`src/bsor_params.svh`:
```
// Register offsets, field positions, reset values and timing constants
// Assumes inclusion by bare name from the design files
`ifndef BSOR_PARAMS_SVH
`define BSOR_PARAMS_SVH

`define BSOR_ADDR_WARN_STATUS  8'h24
`define BSOR_ADDR_CURRENT      8'h26
`define BSOR_ADDR_LOCK         8'h2a
`define BSOR_ADDR_RAMP_STATUS  8'h2b
`define BSOR_ADDR_OC_STATUS    8'h2d
`define BSOR_ADDR_OC_CONFIG    8'h2e

`define BSOR_WARN_BIT          0
`define BSOR_LOCK_BIT          0
`define BSOR_RAMP_MSB          3
`define BSOR_THR_MSB           3
`define BSOR_THR_LSB           2
`define BSOR_DLY_MSB           1
`define BSOR_DLY_LSB           0

`define BSOR_RST_BYTE          8'h00
`define BSOR_RST_NIB           4'h0
`define BSOR_RST_CODE2         2'h0
`define BSOR_ZERO4             4'h0
`define BSOR_ZERO7             7'h00

// Ramp times in units of 10 us at a 1 V reference
`define BSOR_RAMP_STEP_SHORT   10'd15
`define BSOR_RAMP_STEP_LONG    10'd100
`define BSOR_RAMP_CODE_1MS     4'h6
`define BSOR_RAMP_LONG_BASE    4'h5
`define BSOR_RAMP_SCALE_NUM    4
`define BSOR_RAMP_SCALE_DEN    5

// Latch-off delays in microseconds, clock rate in MHz
`define BSOR_CLK_MHZ           25
`define BSOR_DLY0_US           4000
`define BSOR_DLY1_US           6000
`define BSOR_DLY2_US           8000
`define BSOR_DLY3_US           10000
`define BSOR_DLY_CNT_W         18
`define BSOR_NUM_PHASES        4

`endif

```
`src/bsor_pkg.sv`:
```
// Shared types of the buck status, overcurrent and soft-start registers
// Assumes nothing beyond a SystemVerilog compiler
package bsor_pkg;
    typedef logic [7:0]  bsor_byte_t;
    typedef logic [3:0]  bsor_nib_t;
    typedef logic [1:0]  bsor_code2_t;
    typedef logic [9:0]  bsor_ramp_t;
    typedef logic [17:0] bsor_cnt_t;
endpackage

```
`src/bsor_regs.sv`:
```
// Status, current readback, lock, soft-start and per-phase overcurrent
// registers of a multiphase buck controller.
// Assumes an I2C slave engine on clk giving one-cycle byte read and write
// strobes; enable, straps and comparators arrive asynchronously.
`timescale 1ns/1ns
`default_nettype none
`include "bsor_params.svh"

module bsor_regs #(
    parameter bsor_pkg::bsor_cnt_t DLY0_CYC =
        18'(`BSOR_DLY0_US * `BSOR_CLK_MHZ),
    parameter bsor_pkg::bsor_cnt_t DLY1_CYC =
        18'(`BSOR_DLY1_US * `BSOR_CLK_MHZ),
    parameter bsor_pkg::bsor_cnt_t DLY2_CYC =
        18'(`BSOR_DLY2_US * `BSOR_CLK_MHZ),
    parameter bsor_pkg::bsor_cnt_t DLY3_CYC =
        18'(`BSOR_DLY3_US * `BSOR_CLK_MHZ)
) (
    input  wire logic                        clk,
    input  wire logic                        reset_n,
    input  wire logic [7:0]                  reg_addr,
    input  wire logic                        reg_wr,
    input  wire logic [7:0]                  reg_wdata,
    input  wire logic                        reg_rd,
    output var  logic [7:0]                  reg_rdata,
    input  wire logic                        enable,
    input  wire logic [7:0]                  measured_current_value,
    input  wire logic [7:0]                  current_warning_threshold,
    input  wire logic                        override_a,
    input  wire logic                        override_b,
    input  wire logic [3:0]                  ramp_strap_code,
    input  wire logic [3:0]                  overcurrent_strap_pin,
    input  wire logic                        reference_low,
    input  wire logic [`BSOR_NUM_PHASES-1:0] phase_overcurrent,
    output var  logic                        alert,
    output var  logic [9:0]                  ramp_time_10us,
    output var  logic [1:0]                  phase_current_threshold_code,
    output var  logic [1:0]                  shutdown_delay_code,
    output var  logic                        regulator_latch_off
);
    // Two-stage synchronisers for everything arriving from pins
    logic [`BSOR_NUM_PHASES+9:0] sync1_q;
    logic [`BSOR_NUM_PHASES+9:0] sync2_q;
    logic                        en_prev_q;
    logic                        en_s;
    logic                        ref_low_s;
    logic [3:0]                  ramp_strap_s;
    logic [3:0]                  oc_strap_s;
    logic [`BSOR_NUM_PHASES-1:0] phase_oc_s;

    logic                        warn_q;
    logic                        alert_q;
    bsor_pkg::bsor_byte_t        current_q;
    logic                        lock_q;
    bsor_pkg::bsor_nib_t         ramp_code_q;
    bsor_pkg::bsor_nib_t         oc_status_q;
    bsor_pkg::bsor_nib_t         oc_config_q;
    bsor_pkg::bsor_ramp_t        ramp_time_q;
    bsor_pkg::bsor_code2_t       thr_q;
    bsor_pkg::bsor_code2_t       dly_q;
    bsor_pkg::bsor_byte_t        rdata_q;

    wire en_rise = en_s && !en_prev_q;
    wire en_fall = !en_s && en_prev_q;
    wire over_threshold = measured_current_value > current_warning_threshold;
    wire wr_lock = reg_wr && (reg_addr == `BSOR_ADDR_LOCK);
    wire wr_config = reg_wr && (reg_addr == `BSOR_ADDR_OC_CONFIG);
    wire override_on = override_a && override_b;

    function automatic bsor_pkg::bsor_ramp_t ramp_time(
        input bsor_pkg::bsor_nib_t code,
        input logic                low_ref
    );
        bsor_pkg::bsor_ramp_t t;
        logic [13:0]          s;
        if (code < `BSOR_RAMP_CODE_1MS)
            t = 10'(({6'h00, code} + 10'd1) * `BSOR_RAMP_STEP_SHORT);
        else if (code == `BSOR_RAMP_CODE_1MS)
            t = `BSOR_RAMP_STEP_LONG;
        else
            t = 10'({6'h00, code - `BSOR_RAMP_LONG_BASE}
                    * `BSOR_RAMP_STEP_LONG);
        s = 14'({4'h0, t} * `BSOR_RAMP_SCALE_NUM / `BSOR_RAMP_SCALE_DEN);
        return low_ref ? s[9:0] : t;
    endfunction

    assign en_s         = sync2_q[0];
    assign ref_low_s    = sync2_q[1];
    assign ramp_strap_s = sync2_q[5:2];
    assign oc_strap_s   = sync2_q[9:6];
    assign phase_oc_s   = sync2_q[`BSOR_NUM_PHASES+9:10];

    always_ff @(posedge clk or negedge reset_n)
    begin
        if (!reset_n)
        begin
            sync1_q   <= '0;
            sync2_q   <= '0;
            en_prev_q <= 1'b0;
        end
        else
        begin
            sync1_q   <= {phase_overcurrent, overcurrent_strap_pin,
                          ramp_strap_code, reference_low, enable};
            sync2_q   <= sync1_q;
            en_prev_q <= en_s;
        end
    end

    // cleared only by enable toggle, set wins
    always_ff @(posedge clk or negedge reset_n)
    begin
        if (!reset_n)
            warn_q <= 1'b0;
        else if (over_threshold)
            warn_q <= 1'b1;
        else if (en_fall)
            warn_q <= 1'b0;
    end

    always_ff @(posedge clk or negedge reset_n)
    begin
        if (!reset_n)
        begin
            alert_q   <= 1'b0;
            current_q <= `BSOR_RST_BYTE;
        end
        else
        begin
            alert_q   <= warn_q || over_threshold;
            current_q <= measured_current_value;
        end
    end

    always_ff @(posedge clk or negedge reset_n)
    begin
        if (!reset_n)
            lock_q <= 1'b0;
        else if (wr_lock && reg_wdata[`BSOR_LOCK_BIT])
            lock_q <= 1'b1;
    end

    always_ff @(posedge clk or negedge reset_n)
    begin
        if (!reset_n)
            oc_config_q <= `BSOR_RST_NIB;
        else if (wr_config && !lock_q)
            oc_config_q <= reg_wdata[`BSOR_THR_MSB:`BSOR_DLY_LSB];
    end

    always_ff @(posedge clk or negedge reset_n)
    begin
        if (!reset_n)
        begin
            ramp_code_q <= `BSOR_RST_NIB;
            oc_status_q <= `BSOR_RST_NIB;
        end
        else if (en_rise)
        begin
            ramp_code_q <= ramp_strap_s;
            oc_status_q <= oc_strap_s;
        end
    end

    always_ff @(posedge clk or negedge reset_n)
    begin
        if (!reset_n)
        begin
            ramp_time_q <= '0;
            thr_q       <= `BSOR_RST_CODE2;
            dly_q       <= `BSOR_RST_CODE2;
        end
        else
        begin
            ramp_time_q <= ramp_time(ramp_code_q, ref_low_s);
            thr_q <= override_on ? oc_config_q[`BSOR_THR_MSB:`BSOR_THR_LSB]
                                 : oc_status_q[`BSOR_THR_MSB:`BSOR_THR_LSB];
            dly_q <= override_on ? oc_config_q[`BSOR_DLY_MSB:`BSOR_DLY_LSB]
                                 : oc_status_q[`BSOR_DLY_MSB:`BSOR_DLY_LSB];
        end
    end

    // reserved bits read zero, unmapped reads zero
    wire [7:0] read_mux =
        (reg_addr == `BSOR_ADDR_WARN_STATUS) ? {`BSOR_ZERO7, warn_q} :
        (reg_addr == `BSOR_ADDR_CURRENT)     ? current_q :
        (reg_addr == `BSOR_ADDR_LOCK)        ? {`BSOR_ZERO7, lock_q} :
        (reg_addr == `BSOR_ADDR_RAMP_STATUS) ? {`BSOR_ZERO4, ramp_code_q} :
        (reg_addr == `BSOR_ADDR_OC_STATUS)   ? {`BSOR_ZERO4, oc_status_q} :
        (reg_addr == `BSOR_ADDR_OC_CONFIG)   ? {`BSOR_ZERO4, oc_config_q} :
                                               `BSOR_RST_BYTE;

    always_ff @(posedge clk or negedge reset_n)
    begin
        if (!reset_n)
            rdata_q <= `BSOR_RST_BYTE;
        else if (reg_rd)
            rdata_q <= read_mux;
    end

    bsor_latchoff #(
        .DLY0_CYC (DLY0_CYC),
        .DLY1_CYC (DLY1_CYC),
        .DLY2_CYC (DLY2_CYC),
        .DLY3_CYC (DLY3_CYC)
    ) u_latchoff (
        .clk        (clk),
        .reset_n    (reset_n),
        .enable     (en_s),
        .phase_oc   (phase_oc_s),
        .delay_code (dly_q),
        .latch_off  (regulator_latch_off)
    );

    assign reg_rdata                    = rdata_q;
    assign alert                        = alert_q;
    assign ramp_time_10us               = ramp_time_q;
    assign phase_current_threshold_code = thr_q;
    assign shutdown_delay_code          = dly_q;
endmodule // bsor_regs
`default_nettype wire

```
`src/bsor_latchoff.sv`:
```
// Per-phase overcurrent persistence timers and the latch-off flag
// Assumes synchronised per-phase event levels on the same clock
`timescale 1ns/1ns
`default_nettype none
`include "bsor_params.svh"

module bsor_latchoff #(
    parameter bsor_pkg::bsor_cnt_t DLY0_CYC = 18'd100000,
    parameter bsor_pkg::bsor_cnt_t DLY1_CYC = 18'd150000,
    parameter bsor_pkg::bsor_cnt_t DLY2_CYC = 18'd200000,
    parameter bsor_pkg::bsor_cnt_t DLY3_CYC = 18'd250000
) (
    input  wire logic                        clk,
    input  wire logic                        reset_n,
    input  wire logic                        enable,
    input  wire logic [`BSOR_NUM_PHASES-1:0] phase_oc,
    input  wire bsor_pkg::bsor_code2_t       delay_code,
    output var  logic                        latch_off
);
    bsor_pkg::bsor_cnt_t cnt_q [`BSOR_NUM_PHASES];
    logic                latch_q;
    logic [`BSOR_NUM_PHASES-1:0] expired;
    bsor_pkg::bsor_cnt_t limit;

    assign limit = (delay_code == 2'h0) ? DLY0_CYC :
                   (delay_code == 2'h1) ? DLY1_CYC :
                   (delay_code == 2'h2) ? DLY2_CYC : DLY3_CYC;

    // each phase timed on its own
    genvar g;
    generate
        for (g = 0; g < `BSOR_NUM_PHASES; g++)
        begin : g_phase
            assign expired[g] = phase_oc[g] && (cnt_q[g] >= limit - 18'd1);
            always_ff @(posedge clk or negedge reset_n)
            begin
                if (!reset_n)
                    cnt_q[g] <= '0;
                else if (!phase_oc[g] || !enable)
                    cnt_q[g] <= '0;
                else if (!expired[g])
                    cnt_q[g] <= cnt_q[g] + 18'd1;
            end
        end
    endgenerate

    always_ff @(posedge clk or negedge reset_n)
    begin
        if (!reset_n)
            latch_q <= 1'b0;
        else if (!enable)
            latch_q <= 1'b0;
        else if (|expired)
            latch_q <= 1'b1;
    end

    assign latch_off = latch_q;
endmodule // bsor_latchoff
`default_nettype wire

```
`config.mk`:
```
export PLATFORM = sky130hd
export DESIGN_NAME = bsor_regs
export DESIGN_NICKNAME = d
export VERILOG_FILES = /design/src/bsor_pkg.sv /design/src/bsor_regs.sv /design/src/bsor_latchoff.sv
export VERILOG_INCLUDE_DIRS = /design/src /design/src/src
export SDC_FILE = /design/constraint.sdc
export NUM_CORES = 1
export LEC_CHECK = 0
export BUFFER_PORTS_ARGS = -buffer_cell sky130_fd_sc_hd__buf_2
export CORE_MARGIN = 10
export CORE_UTILIZATION = 50
export DETAILED_ROUTE_END_ITERATION = 7
export HOLD_SLACK_MARGIN = 0.12
export PLACE_DENSITY = 0.68
export RECOVER_POWER = 50
export SYNTH_ARGS = -nofsm -noshare
export SYNTH_HDL_FRONTEND = slang
export SYNTH_HIERARCHICAL = 1
export SYNTH_SLANG_ARGS = --single-unit
export TNS_END_PERCENT = 50
```
`constraint.sdc`:
```
create_clock -name clk -period 12.26 [get_ports clk]
set_input_delay 1.839 -clock clk [delete_from_list [all_inputs] [get_ports clk]]
set_output_delay 1.839 -clock clk [all_outputs]
set_load 0.1 [all_outputs]
```
==> results.py <==
metrics = {
    "finish": {
        "layout_commonest_cell": "dfrtp_1",
        "final_cell_mix": "147 x dfrtp_1, 114 x a21oi_1, 109 x nand2_1",
        "drive_above_1_share": 0.115,
        "layout.nets": 1453,
        "diodes": 0,
        "fillers": 1960,
        "layout.area.seq_sq_mm": 0.00368,
        "area.growth.synth_to_final_pct": 10.4,
        "multi_input_area_sq_mm": 0.00679,
    },
    "grt": {
        "grt_pass1_wl_mm": 46.0,
        "grt-ovfl-total": 0,
        "grt_pass1_vias": 9209,
        "grt_max_degree": 75,
        "antenna_found_initial": 0,
        "grt_usage": 0.191,
    },
    "setup_path": {
        "cp_data_arrival_time_ns": 11.80,
        "slowest_stage": "a2111oi_4",
        "crit_type": "flop to flop",
        "cp_top_family": "simple AND/OR/NAND/NOR gates",
        "crit_fanout": 10,
        "r2r_cells": 42,
        "cp.required_ns": 12.56,
        "cpPeakStageDelay_ns": 0.65,
        "path_buf_inv": 4,
        "worst-r2r-setup-slack_ns": 0.76,
        "cp-start-kind": "flop",
        "r2r-end": "ramp_time_10us[0]",
        "cp_common_cell": "ha_1",
        "end_kind": "flop",
        "r2r-start": "ramp_code_q[0]",
    },
    "synthesis": {
        "synth-main-ff-cell": "dfrtp_1",
        "async_flop_share": 1.00,
        "synthDistinctLibCells": 93,
        "ys_seq_elements": 147,
        "synth_compound_area_frac": 0.219,
        "synth-xor-area-share": 0.0321,
        "synthMuxAreaShare": 0.0285,
        "synth_top_area_frac": 0.338,
        "synth_top_family_by_area": "simple AND/OR/NAND/NOR gates",
        "synth_area_leaders": "dfrtp_1 34%, ha_1 11%, a21oi_1 5.2%",
        "yosysSeqAreaShare": 0.338,
        "synth_cells": 1242,
        "syn_avg_cell_area_sq_um": 8.76,
        "synth-adder-area-share": 0.119,
        "synth_edf_count": 0,
        "syn_area_sq_mm": 0.0109,
        "yosys_warnings": 6,
        "synth.largest_area_cell": "dfrtp_1",
        "synth-simple-area-share": 0.223,
    },
    "die": {
        "dieArea_sq_mm": 0.0281,
        "ios": 76,
        "die_w_microns": 168,
        "num_rows": 53,
        "initial_core_util": 0.513,
        "coreArea_sq_mm": 0.0212,
        "fp.dieH_microns": 168,
    },
    "routing": {
        "wl_per_cell_microns": 17.0,
        "via_count": 9627,
        "totalWireLength_mm": 26.9,
        "drt-initial-drc-count": 699,
        "dr.pass1.iters": 5,
        "antenna_left": 0,
        "drc": 0,
        "via_per_inst": 6.07,
    },
    "sta": {
        "tns_ns": 0,
        "setup_viol": 0,
        "fin_crit_sh": 0.938,
        "fmax_ghz": 0.0870,
        "skew_ns": 0.0112,
        "hold_viol_final": 0,
        "relSlewSlack": -1.62,
        "period_needed_ns": 11.50,
        "drv_slew": 150,
        "worst_pin_slew_ns": 3.93,
        "rsz0062_at_grt": "false",
    },
    "clocking": {
        "numCtsBuffers": 17,
        "htreeDepth": 4,
        "cts_tree": "yes",
        "root_buffer": "clkbuf_16",
        "holdBufCountCts": 0,
        "clock_latency_ns": 0.43,
        "cts_buffer_depth": 2,
        "cts.sinks": 147,
        "cts_resized": 0,
        "path_clk_slew_ns": 0.07,
        "cts_setup_buffers": 0,
    },
    "place": {
        "io_buffers": 71,
        "hpwl_mm": 19.5,
        "gp_congestion": 0.907,
    },
    "run_status": {
        "status": "complete, but fails checks",
        "violations": "capacitance limit, slew limit",
    },
    "min_path": {
        "whs_path_depth": 0,
        "hp-class": "flop to flop",
        "hold-path-endpoint": "sync2_q[1]",
        "min_from": "sync1_q[1]",
    },
    "job": {
        "maxCapViolCount": 2,
    },
}
stage by stage:
stage	area, sq um	utilization	hold WS (ns)	std cells	setup slack, ns
5_1_grt	12000	0.566	0.355	1587	0.0565
4_1_cts	12000	0.568	0.344	1587	0.664
3_5_place_dp	11500	0.540	0.336	1555	0.771
3_3_place_gp	11500	0.540	0.332	1555	0.977
2_1_floorplan	10900	-	0.331	1245	2.17
6_report	12000	0.566	0.338	1587	0.760
synthesized netlist by cell type, types with 4 or more instances:
master	number
nor2b_1	10
or2_2	8
buf_6	4
o22ai_1	12
o211ai_1	7
nand2_1	109
o21ai_0	83
o21ai_1	8
a222oi_1	4
nand4_1	27
a22oi_1	4
inv_1	53
a211o_1	7
clkbuf_1	30
or2_1	5
xor2_1	23
mux2i_1	13
or3_1	36
nor2_1	95
mux2_2	16
o31ai_1	28
a211oi_1	8
and2_1	4
nand2b_1	11
o211a_1	6
a31oi_1	13
ha_1	99
a21oi_2	5
buf_2	10
nor3_1	34
o21a_1	5
or4_1	23
and4_1	4
dfrtp_1	147
and3_1	16
xnor2_1	15
o31a_1	4
nand3_1	35
a21o_1	13
nor4_1	10
a21oi_1	114
a221oi_1	4
cell families after synthesis:
kind of cell / count (synthesis)
other: 1
buffers and inverters: 102
DFF: 147
adders and majority gates: 102
AOI/OAI and AO/OA: 365
xor gates and xnor gates: 39
and+or+nand+nor: 457
muxes: 29
metal layers:
metal | vias up | global-route usage | share of wire
li1 | 4759 | - | -
met1 | 4593 | 0.269 | 0.47
met2 | 245 | 0.297 | 0.46
met3 | 30 | 0.0272 | 0.053
met4 | 0 | 0.0545 | 0.014
met5 | - | 0 | 0
registers in the layout (all words and copies together) (netlist names):
signal	flops
phase_current_threshold_code	2
oc_status_q	4
current_q	8
ramp_time_10us	10
u_latchoff/cnt_q	72
ramp_code_q	4
sync1_q	14
alert	1
oc_config_q	4
en_prev_q	1
sync2_q	14
u_latchoff/latch_off	1
warn_q	1
reg_rdata	8
lock_q	1
shutdown_delay_code	2
worst max-delay path by stage:
stage | startpoint | to | slack, ns | cells after the start
CTS | ramp_code_q[0] | ramp_time_10us[0] | 0.66 | 42
floorplan | ramp_code_q[0] | ramp_time_10us[0] | 2.17 | 43
global placement | ramp_code_q[0] | ramp_time_10us[0] | 0.98 | 42
finish | ramp_code_q[0] | ramp_time_10us[0] | 0.76 | 42
detailed placement | ramp_code_q[0] | ramp_time_10us[0] | 0.77 | 42
global route | ramp_code_q[0] | ramp_time_10us[0] | 0.06 | 42
final cells by class:
type,count,share of cell area
flip-flops and latches,147,0.306
inverters,54,0.0169
clock inverters,15,0.0137
well taps,275,0.0286
repair buffers,83,0.0339
multi-input cells,996,0.565
clock buffers,17,0.0354
Power is not shown: default switching activity piles up to over one toggle a cycle in this logic, so the estimate is an artifact.
